--- config.mk ---
export PLATFORM = sky130hd
export DESIGN_NAME = iocs_clk_switch
export DESIGN_NICKNAME = d
export VERILOG_FILES = /design/src/rtl/iocs_pkg.sv /design/src/rtl/iocs_osc_if.sv /design/src/rtl/iocs_clk_switch.sv /design/src/rtl/iocs_osc_sync.sv
export VERILOG_INCLUDE_DIRS = /design/src /design/src/rtl
export SDC_FILE = /design/constraint.sdc
export NUM_CORES = 1
export LEC_CHECK = 0
export BUFFER_PORTS_ARGS = -buffer_cell sky130_fd_sc_hd__buf_2
export CAP_MARGIN = 5
export CORE_MARGIN = 5
export CORE_UTILIZATION = 52
export DETAILED_ROUTE_END_ITERATION = 8
export PLACE_DENSITY = 0.75
export REMOVE_ABC_BUFFERS = 1
export SETUP_SLACK_MARGIN = 0.05
export SYNTH_ARGS = -nofsm -noshare
export SYNTH_HDL_FRONTEND = slang
export SYNTH_SLANG_ARGS = --single-unit
--- constraint.sdc ---
create_clock -name mclk_in -period 2.08 [get_ports mclk_in]
set_input_delay 0.416 -clock mclk_in [delete_from_list [all_inputs] [get_ports mclk_in]]
set_output_delay 0.416 -clock mclk_in [all_outputs]
set_load 0.03 [all_outputs]
--- src/rtl/iocs_defs.svh ---
// constants for the internal oscillator clock switch
// assumes the core clock mclk_in runs at 40 MHz
`ifndef IOCS_DEFS_SVH
`define IOCS_DEFS_SVH

// ****************************************************************
// timing
// ****************************************************************
`define IOCS_CLK_MHZ       40
`define IOCS_STARTUP_NS    2000
`define IOCS_STARTUP_CYC   ((`IOCS_STARTUP_NS * `IOCS_CLK_MHZ + 999) / 1000)

// ****************************************************************
// oscillator sources and select decode
// ****************************************************************
`define IOCS_SRC_LF        2'h0
`define IOCS_SRC_MF        2'h1
`define IOCS_SRC_HF        2'h2
`define IOCS_MF_MIN_SEL    4'h1
`define IOCS_HF_MIN_SEL    4'h7

// ****************************************************************
// reset values
// ****************************************************************
`define IOCS_SEL_RST       4'h0
`define IOCS_EN_RST        3'h1
`define IOCS_STAT_RST      3'h1

`endif

--- src/rtl/iocs_pkg.sv ---
// types for the internal oscillator clock switch
// assumes iocs_defs.svh holds the numeric constants
package iocs_pkg;

    // ****************************************************************
    // switch sequencer states, gray on the path through st_start, not on st_upd to st_idle
    // ****************************************************************
    typedef enum logic [2:0] {
        st_idle  = 3'h0,
        st_start = 3'h1,
        st_wfall = 3'h3,
        st_hold  = 3'h2,
        st_upd   = 3'h6
    } iocs_state_e;

    typedef logic [1:0] iocs_src_t;

endpackage

--- src/rtl/iocs_osc_if.sv ---
// synchronised oscillator levels and edges, one bit per source
// assumes bit 0 low, bit 1 mid, bit 2 high frequency oscillator
interface iocs_osc_if;
    logic [2:0] lvl;
    logic [2:0] rise;
    logic [2:0] fall;

    modport src (output lvl, output rise, output fall);
    modport snk (input lvl, input rise, input fall);
endinterface

--- src/rtl/iocs_clk_switch.sv ---
// internal oscillator clock switch: sequences a glitch-free change of the
// system clock between the low, mid and high frequency internal oscillators
// assumes freq_sel_in comes from logic on mclk_in, oscillators are async
//
// Functional notes
// - powered-down target oscillator gets start-up delay first
// - then wait for falling edge of old clock
// - hold system clock low until new rising edge
// - update oscillator status, then switch is done
// - status shows the one internal oscillator in use, updated at switch end
// - same source: no delay, select directly
`include "iocs_defs.svh"

module iocs_clk_switch (
    input  wire logic       mclk_in,         // core clock, 40 MHz
    input  wire logic       rstn_in,         // async reset, active low
    input  wire logic [3:0] freq_sel_in,     // internal_freq_select field
    input  wire logic [2:0] osc_clk_in,      // oscillators: 0 low, 1 mid, 2 high
    output logic            sys_clk_out,     // switched system clock
    output logic [2:0]      osc_en_out,      // oscillator power enables
    output logic [2:0]      osc_status_out,  // osc_status_reg active bits
    output logic [3:0]      active_sel_out,  // select now in effect
    output logic            switch_busy_out  // switch in progress
);

    // ****************************************************************
    // helpers
    // ****************************************************************
    function automatic iocs_pkg::iocs_src_t src_of(input logic [3:0] sel);
        if (sel >= `IOCS_HF_MIN_SEL) begin
            src_of = `IOCS_SRC_HF;
        end else if (sel >= `IOCS_MF_MIN_SEL) begin
            src_of = `IOCS_SRC_MF;
        end else begin
            src_of = `IOCS_SRC_LF;
        end
    endfunction

    function automatic logic [2:0] onehot(input iocs_pkg::iocs_src_t s);
        onehot    = 3'h0;
        onehot[s] = 1'b1;
    endfunction

    // ****************************************************************
    // oscillator synchronisers
    // ****************************************************************
    iocs_osc_if osc ();

    iocs_osc_sync u_sync (
        .mclk_in (mclk_in),
        .rstn_in (rstn_in),
        .osc_in  (osc_clk_in),
        .osc_if  (osc)
    );

    // ****************************************************************
    // switch sequencer
    // ****************************************************************
    iocs_pkg::iocs_state_e state_ff;
    iocs_pkg::iocs_state_e nxt_state;
    logic [3:0]            cur_ff;
    logic [3:0]            nxt_cur;
    logic [3:0]            tgt_ff;
    logic [3:0]            nxt_tgt;
    logic [7:0]            cnt_ff;
    logic [7:0]            nxt_cnt;
    logic [2:0]            en_ff;
    logic [2:0]            nxt_en;
    logic [2:0]            stat_ff;
    logic [2:0]            nxt_stat;
    logic                  sys_clk_ff;
    logic                  nxt_clk;
    iocs_pkg::iocs_src_t   cur_src;
    iocs_pkg::iocs_src_t   new_src;
    iocs_pkg::iocs_src_t   in_src;
    logic                  req;
    logic                  same_src;
    logic                  cur_lvl;

    // request decode against the select in effect
    assign cur_src  = src_of(cur_ff);
    assign new_src  = src_of(tgt_ff);
    assign in_src   = src_of(freq_sel_in);
    assign req      = (freq_sel_in != cur_ff);
    assign same_src = (in_src == cur_src);
    assign cur_lvl  = osc.lvl[cur_src];

    // next-state and datapath
    always_comb begin
        nxt_state = state_ff;
        nxt_cur   = cur_ff;
        nxt_tgt   = tgt_ff;
        nxt_cnt   = cnt_ff;
        nxt_en    = en_ff;
        nxt_stat  = stat_ff;
        nxt_clk   = sys_clk_ff;
        unique case (state_ff)
            iocs_pkg::st_idle: begin
                nxt_clk = cur_lvl;  // follow active source
                if (req) begin
                    nxt_tgt = freq_sel_in;
                    if (same_src) begin
                        nxt_cur = freq_sel_in;  // direct select
                    end else if (!en_ff[in_src]) begin
                        nxt_en    = en_ff | onehot(in_src);  // power up
                        nxt_cnt   = 8'(`IOCS_STARTUP_CYC);
                        nxt_state = iocs_pkg::st_start;
                    end else begin
                        nxt_state = iocs_pkg::st_wfall;
                    end
                end
            end
            iocs_pkg::st_start: begin
                nxt_clk = cur_lvl;
                if (cnt_ff == 8'h00) begin
                    nxt_state = iocs_pkg::st_wfall;  // delay over
                end else begin
                    nxt_cnt = cnt_ff - 8'h01;
                end
            end
            iocs_pkg::st_wfall: begin
                nxt_clk = cur_lvl;
                if (osc.fall[cur_src]) begin
                    nxt_clk   = 1'b0;  // old clock just fell
                    nxt_state = iocs_pkg::st_hold;
                end
            end
            iocs_pkg::st_hold: begin
                nxt_clk = 1'b0;  // held low
                if (osc.rise[new_src]) begin
                    nxt_clk   = 1'b1;  // full high phase of new clock
                    nxt_cur   = tgt_ff;
                    nxt_state = iocs_pkg::st_upd;
                end
            end
            iocs_pkg::st_upd: begin
                nxt_clk   = cur_lvl;
                nxt_stat  = onehot(cur_src);  // status after switch
                nxt_en    = onehot(cur_src);  // old oscillator may power down
                nxt_state = iocs_pkg::st_idle;
            end
            default: begin
                nxt_state = iocs_pkg::st_idle;
            end
        endcase
    end

    // sequencer registers
    always_ff @(posedge mclk_in or negedge rstn_in) begin
        if (!rstn_in) begin
            state_ff   <= iocs_pkg::st_idle;
            cur_ff     <= `IOCS_SEL_RST;
            tgt_ff     <= `IOCS_SEL_RST;
            cnt_ff     <= 8'h00;
            en_ff      <= `IOCS_EN_RST;
            stat_ff    <= `IOCS_STAT_RST;
            sys_clk_ff <= 1'b0;
        end else begin
            state_ff   <= nxt_state;
            cur_ff     <= nxt_cur;
            tgt_ff     <= nxt_tgt;
            cnt_ff     <= nxt_cnt;
            en_ff      <= nxt_en;
            stat_ff    <= nxt_stat;
            sys_clk_ff <= nxt_clk;
        end
    end

    // outputs
    assign sys_clk_out     = sys_clk_ff;
    assign osc_en_out      = en_ff;
    assign osc_status_out  = stat_ff;
    assign active_sel_out  = cur_ff;
    assign switch_busy_out = (state_ff != iocs_pkg::st_idle);
endmodule

--- src/rtl/iocs_osc_sync.sv ---
// two-flop synchronisers and edge detect for the three oscillators
// assumes oscillator inputs are asynchronous to mclk_in
module iocs_osc_sync (
    input  wire logic       mclk_in,   // core clock
    input  wire logic       rstn_in,   // async reset, active low
    input  wire logic [2:0] osc_in,    // raw oscillator levels
    iocs_osc_if.src         osc_if     // synced levels and edges
);

    genvar gi;

    // ****************************************************************
    // per-oscillator synchroniser
    // ****************************************************************
    generate
        for (gi = 0; gi < 3; gi++) begin : g_osc
            logic meta_ff;
            logic sync_ff;
            logic dly_ff;
            logic nxt_meta;
            logic nxt_sync;
            logic nxt_dly;

            // next values: meta feeds only sync
            always_comb begin
                nxt_meta = osc_in[gi];
                nxt_sync = meta_ff;
                nxt_dly  = sync_ff;
            end

            // register stage
            always_ff @(posedge mclk_in or negedge rstn_in) begin
                if (!rstn_in) begin
                    meta_ff <= 1'b0;
                    sync_ff <= 1'b0;
                    dly_ff  <= 1'b0;
                end else begin
                    meta_ff <= nxt_meta;
                    sync_ff <= nxt_sync;
                    dly_ff  <= nxt_dly;
                end
            end

            // level and edges from the second and third flops
            assign osc_if.lvl[gi]  = sync_ff;
            assign osc_if.rise[gi] = sync_ff & ~dly_ff;
            assign osc_if.fall[gi] = ~sync_ff & dly_ff;
        end
    endgenerate

endmodule

Word level (Yosys, flattened, before mapping). Index checks and enable logic that the tools add are counted.

Bits in registers: 35. Input bits: 9. Output and inout bits: 12. Logic and storage cells: 111.

Add/subtract/negate cells: 1. Magnitude comparators: 11. Eq/ne operators: 14. Multiplexer cells: 41. Bitwise operators: 13. Reduce and logical (&&, ||, !) cells: 15.

Operator list (count): 2-to-1 mux 8 bit (4); 2-to-1 mux 3 bit (8); != test 2 bit, second input constant (8); case mux 8 bit (2 select lines) (1); greater-or-equal comparator 4 x 1 -> 1 bit, second input constant (3); greater-or-equal comparator 4 x 3 -> 1 bit, second input constant (3); 2-to-1 mux 4 bit (3); case mux 3 bit (4 select lines) (1); 2-to-1 mux 1 bit (11); AND reduction 5 bit (2); less-than comparator 2 x 3 -> 1 bit, second input constant (3); binary-select mux 1 bit (select 2 bit) (4); logical NOT 8 bit (1); 2-to-1 mux 2 bit (4); case mux 4 bit (2 select lines) (1); AND reduction 4 bit (2); subtractor 8 x 1 -> 8 bit, second input constant (1); bitwise AND 1 bit (6); equality test 3 x 2 -> 1 bit, second input constant (2); inverter 1 bit (6); case mux 3 bit (2 select lines) (1); nonzero test 2 bit (3); nonzero test 3 bit (2); demux 1 bit (select 2 bit) (2); 11 further kinds (13).

Longest topological paths before layout. Gate-level depths: netlist of run 1.

Depth after elaboration: 12. Mapped depth: 7. Depth with buffers taken out: 7.

Modules after synthesis. Synthesis of run 1 repeated with hierarchy kept, for this count alone.

Cells, all modules: 184. Area total of the unflattened synthesis: 1896.8 um^2.

By module, submodules not included: iocs_clk_switch (times used 1, cells each 166, area each 1611.5 um^2, seq. area each 653.1 um^2); iocs_osc_sync (times used 1, cells each 18, area each 285.3 um^2, seq. area each 225.2 um^2).

Worst setup path before layout of run 1. No wires, ideal clock.

Kind: register -> register. From: register cur_ff[0], in the netlist active_sel_out[0]. To: register cur_ff[0], in the netlist active_sel_out[0]. Library setup time: 0.128 ns. Data arrival time: 2.029 ns. Required time: 1.952 ns. Slack: -0.077 ns. Stages on the path, launching flop included: 6. Path buffers: 0. Clock period less this slack: 2.157 ns. Cell sequence: dfrtp_1 > nor4_4 > xnor2_1 > a31oi_4 > a211oi_4 > mux2_1.

Longest elaborated chain between the ends: 6. Elaborated cells between the ends (all ways): 9. Those cells by class: 2 x order compare; 4 x eq/ne; 2 x mux; 1 x reduce/logical.

Ends and longest elaborated chain: start: declaration (RTL line iocs_clk_switch.sv:61) `logic [3:0] cur_ff;`; start signal: assignment (RTL line iocs_clk_switch.sv:152) `` cur_ff <= `IOCS_SEL_RST; ``; start signal: assignment (RTL line iocs_clk_switch.sv:160) `cur_ff <= nxt_cur;`; greater-or-equal comparator 4 x 1 -> 1 bit (no source line); 2-to-1 mux 1 bit (RTL line iocs_clk_switch.sv:32) `` end else if (sel >= `IOCS_MF_MIN_SEL) begin ``; 2-to-1 mux 2 bit (RTL line iocs_clk_switch.sv:30) `` if (sel >= `IOCS_HF_MIN_SEL) begin ``; equality test 2 bit (RTL line iocs_clk_switch.sv:85) `assign same_src = (in_src == cur_src);`; != test 2 bit (no source line); AND reduction 4 bit (no source line) *.

Mark *: on every way between the ends. The rest lies on a longest branch, timed or not. A chain may end at the register's enable or synchronous reset.

Worst setup path in the final report of run 1.
From: register cur_ff[3], in the netlist active_sel_out[3]. To: register cur_ff[3], in the netlist active_sel_out[3].

The elaborated chain is that of the path after synthesis.

==> out/results.ini, run 1 <==
[run_status]
run_status=finished, final reports clean

[floorplanning]
pin_count=21
die_boundary_height_microns=70.3
start_util_pct=52.8
die_area_sq_um=4940
fp.coreArea_sq_um=3580
dieWidth_microns=70.3
number_of_standard_cell_rows_in_the_floorplan=22

[layout]
layout.cell_area.non_filler_sq_um=2270
post_route_cells_drive_above_1_share_pct=31.2
diodes=0
final_cells=266
total_number_of_nets_in_the_final_design=228
core_occupancy_in_the_finished_layout_pct=63.4
area.growth.synth_to_final_pct=19.9
layout.filler_cells=311

[timing]
rsz0062_at_grt=yes
slew_violations=0
worstMarginPinSlew_ps=761
timing.final.hold_violations=0
slew_headroom_pct=49.3
fin_skew_ps=13.3
timing.final.crit_period_ps=1960
finalWorstSetupSlack_ps=121
finalSetupViolCount=0
fin_crit_sh_pct=94.2
maxClockFrequency_mhz=511

[grt]
grt_first_pass_wirelength_microns=7010
grt_overflow_total=0
maximum_number_of_pins_on_one_net_before_global_route_repair=36
grt_pass1_vias=1537
antenna_found_initial=0
grt_total_usage_pct=17.8

[logic_synthesis]
post_synth_inst_count=179
post_synth_num_cell_types=56
synthMuxAreaShare_pct=7.74
synth_top_family_by_area=compound AO/OA/AOI/OAI gates
synth_simple_gate_area_share_pct=17.3
yosys.area.top_type_share_pct=43.7
synth_xor_area_share_pct=2.32
synth.yosys.seq_area_share_pct=46.5
number_of_synthesized_flops_with_an_enable_pin=0
synth_async_sr_flop_share_pct=100
syn-cell-area_sq_um=1890
synth-adder-area-share_pct=1.32
synth.yosys.warnings=0
yosys.cell_count.top_type=sky130_fd_sc_hd__dfrtp_1
synthTopCellsByCount=sky130_fd_sc_hd__dfrtp_1 (33), sky130_fd_sc_hd__nor2_1 (15), sky130_fd_sc_hd__nand2_1 (12)
number_of_synthesized_register_bits=35
post_synth_main_area_contributors=sky130_fd_sc_hd__dfrtp_1 (44%), sky130_fd_sc_hd__mux2_2 (4.8%), sky130_fd_sc_hd__mux2_1 (3.0%)
synth_top_cell_by_area=sky130_fd_sc_hd__dfrtp_1
postSynthAreaPerCell_sq_um=10.6
synth_compound_gate_area_share_pct=21.7
ys_dominant_reg_cell=sky130_fd_sc_hd__dfrtp_1

[placement]
hpwl_microns=3010
numPortBuffers=20
place_congestion=0.970
dpl.cell_count=255
placement.setup.worst_slack_ps=-72.9
detailed_place.area_sq_um=2130

[critical_path]
path_delay_family=compound AO/OA/AOI/OAI gates
element_type_at_the_critical_path_end=register
critical_path_rt_ps=2320
criticalPathCategory=register to register
timing.critical_path.cells=nor4_4 -> xnor2_2 -> a31oi_4 -> a211oi_4 -> mux2_1
worst_ep_arrival_time_ps=2200
cp-start-kind=register
critical_path.slowest_cell=sky130_fd_sc_hd__dfrtp_2
cp.buffers_inverters=0
slowest_delay_ps=460
path_max_fanout=4

[drt]
routed_wirelength_microns=4040
routed_via_count=1542
wl_per_cell_microns=15.2
detailedRoute.firstIterationViolations=134
route.antenna.remaining_nets=0
via_per_inst=5.80
detailedRoute.firstPassIterationCount=4
post-route-drc-count=0

[cts]
tritoncts=built
cts-buffers-inserted=5
worstSkewPairLatency_ps=340
cts.htree.levels=2
clkTransAtPathRegs_ps=110
cts_max_path_bufs=2
cts_num_sinks=35
post_cts_hold_buffer_count=0
root_buffer=sky130_fd_sc_hd__clkbuf_4

[power]
report.power.total_mw=1.37
total_power_divided_by_cell_area_nw_per_um2=604
power.static_leakage_nw=1.01
ir_drop_uv=488

[flow_run]
max-cap-violations=0

[worst_hold_path]
holdCritPathClass=primary input to async pin

report_power, final:
group          switching [mW]  leakage, nW  internal, mW
registers              0.0209        0.414         0.704
clock network           0.225       0.0482         0.284
logic                  0.0819        0.545        0.0529
total                   0.328         1.01          1.04
worst reg2reg max path, cell delays in order (launching register included):
cell and delay (ps):
sky130_fd_sc_hd__dfrtp_2 460, sky130_fd_sc_hd__nor4_4 380, sky130_fd_sc_hd__xnor2_2 190, sky130_fd_sc_hd__a31oi_4 130, sky130_fd_sc_hd__a211oi_4 340, sky130_fd_sc_hd__mux2_1 360
metal layers:
layer,wire length [microns],global-route usage [%],vias to the layer above
met1,1910,23.3,744
met5,0,0,-
met2,1820,27.7,54
met4,59,6.81,0
met3,245,5.18,8
li1,-,-,736
logic make-up (layout without fill, tap and decap cells):
group,after synthesis,after routing
multiplexers,13,13
XOR/XNOR,5,5
flip-flops,35,35
buffers and inverters,15,54
AO/OA/AOI/OAI,50,50
adder cells (fa/ha/maj),2,2
AND/OR/NAND/NOR,59,59
path summary, 6_finish.rpt:
path,depth (start not counted),startpoint,slack (ps),end
setup / recovery,5,active_sel_out[3]$_DFFE_PN0P_,120,active_sel_out[3]$_DFFE_PN0P_
hold / removal,1,rstn_in,130,active_sel_out[2]$_DFFE_PN0P_
min in group mclk_in,1,osc_clk_in[2],180,u_sync.g_osc[2].meta_ff$_DFF_PN0_
setup reg to reg,5,active_sel_out[3]$_DFFE_PN0P_,120,active_sel_out[3]$_DFFE_PN0P_
max in group asynchronous,1,rstn_in,1430,active_sel_out[3]$_DFFE_PN0P_
hold reg to reg,0,u_sync.g_osc[2].meta_ff$_DFF_PN0_,360,u_sync.g_osc[2].nxt_dly$_DFF_PN0_
stage by stage:
step	TNS [ps]	hold WS [ps]
floorplan	-308	120
global placement	0	336
detailed placement	-328	338
CTS	0	137
global route	0	161
finish	0	133
registers in the layout, indices dropped and copies added, names as in the netlist:
| name | flops |
|---|---|
| u_sync.g_osc.dly_ff | 3 |
| u_sync.g_osc.nxt_dly | 3 |
| active_sel_out | 4 |
| state_ff | 3 |
| cnt_ff | 8 |
| sys_clk_out | 1 |
| osc_status_out | 3 |
| tgt_ff | 4 |
| u_sync.g_osc.meta_ff | 3 |
| osc_en_out | 3 |
repair_timing:
item	4_1_cts	5_1_grt
gates resized for setup	0	6
setup buffers	0	3
setup endpoints to repair	0	5
final cells by class:
cell class                 count  area, sq um  share of cell area [%]
inverter                       9         33.8                    1.49
sequential                    35          880                    38.8
tap                           48         60.1                    2.65
clock buffer                   6         51.3                    2.26
timing repair buffer          37          228                    10.0
multi-input combinational    129          980                    43.2
clock inverter                 2         35.0                    1.55
cells in the final DEF (no fill, tap or decap), types with 3 or more instances in the layout:
master and count:
sky130_fd_sc_hd__dfrtp_1 32, sky130_fd_sc_hd__buf_2 20, sky130_fd_sc_hd__buf_4 17, sky130_fd_sc_hd__nor2_1 15, sky130_fd_sc_hd__nand2_1 12, sky130_fd_sc_hd__inv_1 9
sky130_fd_sc_hd__mux2_2 8, sky130_fd_sc_hd__o21ai_0 8, sky130_fd_sc_hd__a21oi_1 7, sky130_fd_sc_hd__a31oi_1 6, sky130_fd_sc_hd__nor3_1 5, sky130_fd_sc_hd__mux2_1 5
sky130_fd_sc_hd__clkbuf_4 5, sky130_fd_sc_hd__xnor2_1 4, sky130_fd_sc_hd__nand3_1 3, sky130_fd_sc_hd__a211o_1 3
No activity file was read; power rests on OpenSTA's default activity.
==> inputs of run 2 (changes only) <==
--- a/config.mk
+++ b/config.mk
@@ -9,9 +9,10 @@
 export BUFFER_PORTS_ARGS = -buffer_cell sky130_fd_sc_hd__buf_2
 export CAP_MARGIN = 5
 export CORE_MARGIN = 5
-export CORE_UTILIZATION = 52
+export CORE_UTILIZATION = 45
 export DETAILED_ROUTE_END_ITERATION = 8
-export PLACE_DENSITY = 0.75
+export HOLD_SLACK_MARGIN = 0.15
+export PLACE_DENSITY = 0.66
 export REMOVE_ABC_BUFFERS = 1
 export SETUP_SLACK_MARGIN = 0.05
 export SYNTH_ARGS = -nofsm -noshare
==> run 2 against run 1 <==
Effect of this change:
- fmax is essentially flat
- critical path type unchanged
- combinational power shrank 6%
- cell count shrank 1.1%
- highest routed layer unchanged
- largest cell class unchanged
- die area grew 13%
- critical endpoint is now active_sel_out[2]$_DFFE_PN0P_
==> out/results.ini, run 2 (same netlist as run 1, synthesis figures left out) <==
[critical_path]
slowest_delay_ps=460  ; about the same
criticalPathCategory=register to register
path_max_fanout=6  ; +2
worst_ep_arrival_time_ps=2130  ; -70 ps
path_delay_family=flip-flops
timing.critical_path.cells=nor4_4 -> xnor2_2 -> a31oi_4 -> a211oi_4 -> mux2_1
cp.buffers_inverters=0  ; unchanged
cp-start-kind=register
critical_path_rt_ps=2250  ; -70 ps
element_type_at_the_critical_path_end=register
critical_path.slowest_cell=sky130_fd_sc_hd__dfrtp_2

[drt]
routed_wirelength_microns=4150  ; +2.9%
detailedRoute.firstIterationViolations=80  ; -40%
wl_per_cell_microns=15.8  ; +4.1%
via_per_inst=5.74  ; -1.0%
routed_via_count=1509  ; -2.1%
detailedRoute.firstPassIterationCount=4  ; unchanged
post-route-drc-count=0  ; unchanged
route.antenna.remaining_nets=0  ; unchanged

[flow_run]
max-cap-violations=0  ; unchanged

[layout]
area.growth.synth_to_final_pct=17.3
post_route_cells_drive_above_1_share_pct=29.1  ; -2.1 points
most_common_cell_after_layout_fill_and_taps_aside=sky130_fd_sc_hd__dfrtp_1
mostFrequentLayoutCells=sky130_fd_sc_hd__dfrtp_1 (31), sky130_fd_sc_hd__buf_2 (20), sky130_fd_sc_hd__nor2_1 (15)
diodes=0  ; unchanged
number_of_flip_flops_under_the_largest_register_name=8  ; unchanged
total_number_of_nets_in_the_final_design=223  ; -2.2%
layout.cell_area.non_filler_sq_um=2220  ; -2.2%
top_register=cnt_ff

[cts]
root_buffer=sky130_fd_sc_hd__clkbuf_8
cts-buffers-inserted=5  ; unchanged
tritoncts=built
post_cts_hold_buffer_count=0  ; unchanged
cts_num_sinks=35  ; unchanged
worstSkewPairLatency_ps=280  ; -60 ps
cts_max_path_bufs=2  ; unchanged
clkTransAtPathRegs_ps=80  ; -30 ps
cts.htree.levels=2  ; unchanged

[power]
power_switching_uw=345  ; +5.2%
combinational_power_share_pct=9.5  ; -0.3 points
total_power_divided_by_cell_area_nw_per_um2=600  ; -0.53%
power.static_leakage_nw=0.968  ; -3.9%
ir_drop_uv=681  ; +39%
report.power.total_mw=1.33  ; -2.7%
share_seq_of_total_power_pct=54.7  ; +1.7 points
share_clk_of_total_power_pct=35.8  ; -1.4 points
sw_frac_of_total_pct=25.9  ; +1.9 points
internal_power_uw=987  ; -5.1%

[timing]
maxClockFrequency_mhz=511  ; about the same
slew_headroom_pct=48.9  ; -0.37 points
holdWs_ps=202  ; +69.4 ps
finalSetupViolCount=0  ; unchanged
fin_skew_ps=10.5  ; -2.77 ps
worstMarginPinSlew_ps=766  ; +5.49 ps
slew_violations=0  ; unchanged
fin_crit_sh_pct=94.1  ; about the same
rsz0062_at_grt=yes
timing.final.hold_violations=0  ; unchanged
timing.final.crit_period_ps=1960  ; -1.53 ps

[placement]
place_congestion=0.832  ; -14%
numPortBuffers=20  ; unchanged
hpwl_microns=3210  ; +6.7%
detailed_place.area_sq_um=2100  ; -1.3%

[floorplanning]
fp.coreArea_sq_um=4030  ; +13%
pin_count=21  ; unchanged
die_boundary_height_microns=74.8  ; +6.4%
number_of_standard_cell_rows_in_the_floorplan=23  ; +4.5%
dieWidth_microns=74.8  ; +6.4%
die_area_sq_um=5600  ; +13%
start_util_pct=46.9  ; -5.9 points

[grt]
grt_overflow_total=0  ; unchanged
grt_pass1_vias=1558  ; +1.4%
maximum_number_of_pins_on_one_net_before_global_route_repair=36  ; unchanged
antenna_found_initial=0  ; unchanged
grt_first_pass_wirelength_microns=7310  ; +4.2%
grt_total_usage_pct=17.2  ; -0.57 points

[worst_hold_path]
holdCritPathClass=primary input to async pin

[run_status]
run_status=finished, final reports clean

-- run 2: power by group through the flow --
stage	sequential [mW]	combinational [mW]	clock, mW
6_report	0.728	0.127	0.477
5_1_grt	0.731	0.142	0.523
4_1_cts	0.728	0.126	0.491
3_5_place_dp	0.741	0.124	0
3_3_place_gp	0.739	0.121	0
2_1_floorplan	0.754	0.0530	0
-- run 2: final timing paths --
check                                               endpoint                               from  slack, ps  cells past startpoint
hold / removal                 active_sel_out[0]$_DFFE_PN0P_                            rstn_in        200                      1
min in group mclk_in       u_sync.g_osc[1].meta_ff$_DFF_PN0_                      osc_clk_in[1]        240                      1
hold reg to reg            u_sync.g_osc[1].nxt_dly$_DFF_PN0_  u_sync.g_osc[1].meta_ff$_DFF_PN0_        350                      0
setup reg to reg               active_sel_out[2]$_DFFE_PN0P_      active_sel_out[2]$_DFFE_PN0P_        120                      5
max in group asynchronous      active_sel_out[1]$_DFFE_PN0P_                            rstn_in       1350                      1
setup / recovery               active_sel_out[2]$_DFFE_PN0P_      active_sel_out[2]$_DFFE_PN0P_        120                      5
-- run 2: worst register-to-register path: stages (launching register included) --
cell	delay [ps]
sky130_fd_sc_hd__dfrtp_2	460
sky130_fd_sc_hd__nor4_4	380
sky130_fd_sc_hd__xnor2_2	200
sky130_fd_sc_hd__a31oi_4	140
sky130_fd_sc_hd__a211oi_4	310
sky130_fd_sc_hd__mux2_1	350
-- run 2: timing repair --
item | in CTS | in global routing
setup endpoints to repair | 4 | 4
pin swaps | 0 | 1
endpoints found under the hold margin | 0 | 0
gates resized for setup | 2 | 3
buffers inserted | 0 | 2
-- run 2: layout make-up --
type,instances,area (sq um)
multi-input combinational,129,966
tap,50,62.6
sequential,35,881
clock inverter,2,12.5
inverter,9,33.8
clock buffer,6,72.6
fill,363,1810
timing repair buffer,32,190
-- run 2: metrics by stage --
step                      util (%)  setup WS, ps  instances  TNS (ps)
after detailed placement      52.2         -37.7        253      -127
after global placement        52.2          50.1        253         0
after CTS                     54.6          69.8        261         0
after floorplan                  -         -77.1        173      -308
after global routing          55.1          48.9        263         0
final                         55.1           123        263         0
-- run 2: metal layers --
| metal | GRT usage (%) | wire length [microns] | vias to the layer above |
|---|---|---|---|
| li1 | - | - | 722 |
| met1 | 23.6 | 1920 | 738 |
| met2 | 25.7 | 1830 | 40 |
| met3 | 4.67 | 320 | 9 |
| met4 | 7.31 | 86 | 0 |
| met5 | 0 | 0 | - |
==> inputs of run 3 (changes only) <==
--- a/config.mk
+++ b/config.mk
@@ -9,10 +9,11 @@
 export BUFFER_PORTS_ARGS = -buffer_cell sky130_fd_sc_hd__buf_2
 export CAP_MARGIN = 5
 export CORE_MARGIN = 5
-export CORE_UTILIZATION = 45
+export CORE_UTILIZATION = 52
 export DETAILED_ROUTE_END_ITERATION = 8
 export HOLD_SLACK_MARGIN = 0.15
-export PLACE_DENSITY = 0.66
+export MAX_ROUTING_LAYER = met4
+export PLACE_DENSITY = 0.75
 export REMOVE_ABC_BUFFERS = 1
 export SETUP_SLACK_MARGIN = 0.05
 export SYNTH_ARGS = -nofsm -noshare
==> run 3 against run 2 <==
Effect of this change:
- die area fell by 12%
- cell count did not move
- clock power fell by 28%
- critical path type unchanged
- global-route usage rose by 0.86 points
- utilization rose by 6.9 points
- flip-flop and latch count did not move
- critical path depth did not move
- clock-buffer cell count rose by 1
- non-clock buffer count rose by 2
==> out/results.ini, run 3 (same netlist as run 1, synthesis figures left out) <==
[power]
internal_power_uw=888  ; -10%
power.static_leakage_nw=0.973  ; +0.59%
share_clk_of_total_power_pct=28.4  ; -7.4 points
total_power_divided_by_cell_area_nw_per_um2=543  ; -9.6%
share_seq_of_total_power_pct=60.3  ; +5.6 points
sw_frac_of_total_pct=26.2  ; +0.29 points
ir_drop_uv=412  ; -40%
report.power.total_mw=1.20  ; -9.7%
combinational_power_share_pct=11.3  ; +1.8 points
power_switching_uw=315  ; -8.7%

[drt]
routed_wirelength_microns=4120  ; -0.94%
routed_via_count=1546  ; +2.5%
wl_per_cell_microns=15.6  ; -0.94%
detailedRoute.firstIterationViolations=131  ; +64%
route.antenna.remaining_nets=0  ; unchanged
via_per_inst=5.88  ; +2.5%
post-route-drc-count=0  ; unchanged
detailedRoute.firstPassIterationCount=4  ; unchanged

[critical_path]
timing.critical_path.cells=or2_0 -> a2111oi_4 -> a31oi_4 -> a211oi_4 -> mux2_1
worst-r2r-cell-count=5  ; unchanged
cp-start-kind=register
slowest_delay_ps=430  ; -30 ps
criticalPathCategory=register to register
worst_ep_arrival_time_ps=2200  ; +70 ps
element_type_at_the_critical_path_end=register
r2r_end=active_sel_out[1]$_DFFE_PN0P_
rrSetupSlack_ps=110  ; -20 ps
cp_startpoint=state_ff[1]$_DFFE_PN0P_
path_max_fanout=5  ; -1
critical_path.slowest_cell=sky130_fd_sc_hd__dfrtp_1
ff_to_ff_start=state_ff[1]$_DFFE_PN0P_
critical_path_rt_ps=2310  ; +60 ps
crit_path_capture=active_sel_out[1]$_DFFE_PN0P_

[layout]
top_register=cnt_ff
area.growth.synth_to_final_pct=17.2
mostFrequentLayoutCells=sky130_fd_sc_hd__dfrtp_1 (32), sky130_fd_sc_hd__buf_2 (20), sky130_fd_sc_hd__nor2_1 (15)
most_common_cell_after_layout_fill_and_taps_aside=sky130_fd_sc_hd__dfrtp_1
final_cells=263  ; unchanged
layout.filler_cells=309  ; -15%
number_of_flip_flops_under_the_largest_register_name=8  ; unchanged
post_route_cells_drive_above_1_share_pct=29.3  ; +0.19 points
diodes=0  ; unchanged
total_number_of_nets_in_the_final_design=225  ; +0.90%

[grt]
global_route.usage.met2_pct=26.3  ; +0.64 points
grt_pass1_vias=1533  ; -1.6%
antenna_found_initial=0  ; unchanged
grt_total_usage_pct=18.1  ; +0.86 points
global_route.usage.met1_pct=23.8  ; +0.16 points
maximum_number_of_pins_on_one_net_before_global_route_repair=36  ; unchanged
grt_overflow_total=0  ; unchanged
grt.met3_usage_pct=5.18  ; +0.51 points
grt_first_pass_wirelength_microns=6990  ; -4.4%
grt.busiest_layer=met2

[cts]
clkTransAtPathRegs_ps=110  ; +30 ps
cts-buffers-inserted=5  ; unchanged
worstSkewPairLatency_ps=330  ; +50 ps
root_buffer=sky130_fd_sc_hd__clkbuf_4
cts_num_sinks=35  ; unchanged
tritoncts=built
cts.htree.levels=2  ; unchanged
post_cts_resized=0  ; -2
post-cts-setup-buffer-count=0  ; unchanged
post_cts_hold_buffer_count=0  ; unchanged
cts_max_path_bufs=2  ; unchanged

[run_status]
run_status=finished, final reports clean

[floorplanning]
die_area_sq_um=4940  ; -12%
fp.coreArea_sq_um=3580  ; -11%
start_util_pct=52.8  ; +5.9 points
number_of_standard_cell_rows_in_the_floorplan=22  ; -4.3%
pin_count=21  ; unchanged
dieWidth_microns=70.3  ; -6.0%
die_boundary_height_microns=70.3  ; -6.0%

[flow_run]
max-cap-violations=0  ; unchanged

[timing]
maxClockFrequency_mhz=507  ; -0.82%
timing.final.hold_violations=0  ; unchanged
slew_headroom_pct=50.9  ; +2.0 points
worstMarginPinSlew_ps=736  ; -30.6 ps
fin_crit_sh_pct=94.9  ; +0.78 points
rsz0062_at_grt=yes
finalWorstSetupSlack_ps=107  ; -16.2 ps
holdWs_ps=130  ; -72.2 ps
finalSetupViolCount=0  ; unchanged
timing.final.crit_period_ps=1970  ; +16.2 ps
fin_skew_ps=14.4  ; +3.84 ps
slew_violations=0  ; unchanged

[placement]
hpwl_microns=3080  ; -4.0%
placement.setup.worst_slack_ps=-92.6  ; -54.9 ps
place_congestion=0.984  ; +18%
numPortBuffers=20  ; unchanged
dpl.cell_count=255  ; +0.79%

[worst_hold_path]
holdCritPathClass=primary input to async pin

[run 3: cell type report]
type	instances	area, sq um	area share [%]
clock buffers	7	45.0	2.03
inverters	9	33.8	1.52
clock inverters	1	5.00	0.226
flip-flops and latches	35	880	39.7
well taps	48	60.1	2.71
repair buffers	34	205	9.26
multi-input cells	129	987	44.6
[run 3: routing by layer]
layer | wire length, microns | share of wire (%) | vias to the layer above
met1 | 1910 | 46 | 754
met5 | 0 | 0 | -
met2 | 1900 | 46 | 51
met3 | 241 | 5.9 | 9
li1 | - | - | 732
met4 | 57 | 1.4 | 0
[run 3: stage by stage]
step | utilization, % | setup TNS, ps | cell area (sq um)
after floorplan | - | -308 | 1860
after global placement | 59.5 | 0 | 2130
after detailed placement | 59.5 | -456 | 2130
after CTS | 60.9 | 0 | 2180
after global routing | 61.9 | 0 | 2220
final | 61.9 | 0 | 2220
[run 3: how the worst min path moves through the flow]
stage | endpoint | slack [ps]
floorplan | active_sel_out[0]$_DFFE_PN0P_ | 120
global placement | u_sync.g_osc[1].nxt_dly$_DFF_PN0_ | 340
detailed placement | u_sync.g_osc[0].nxt_dly$_DFF_PN0_ | 340
CTS | active_sel_out[1]$_DFFE_PN0P_ | 150
global route | u_sync.g_osc[0].meta_ff$_DFF_PN0_ | 170
finish | active_sel_out[1]$_DFFE_PN0P_ | 130
[run 3: power by group through the flow]
| stage | Sequential (mW) | Clock (mW) | Combinational [mW] |
|---|---|---|---|
| global route | 0.729 | 0.391 | 0.149 |
| CTS | 0.725 | 0.352 | 0.132 |
| floorplan | 0.754 | 0 | 0.0530 |
| global placement | 0.736 | 0 | 0.129 |
| detailed placement | 0.738 | 0 | 0.132 |
| finish | 0.725 | 0.342 | 0.136 |
[run 3: critical path, delay by kind of cell (launching register included)]
kind	cells	cell delay [ps]
compound gates	3	770
simple gates	1	310
flops	1	430
mux	1	360
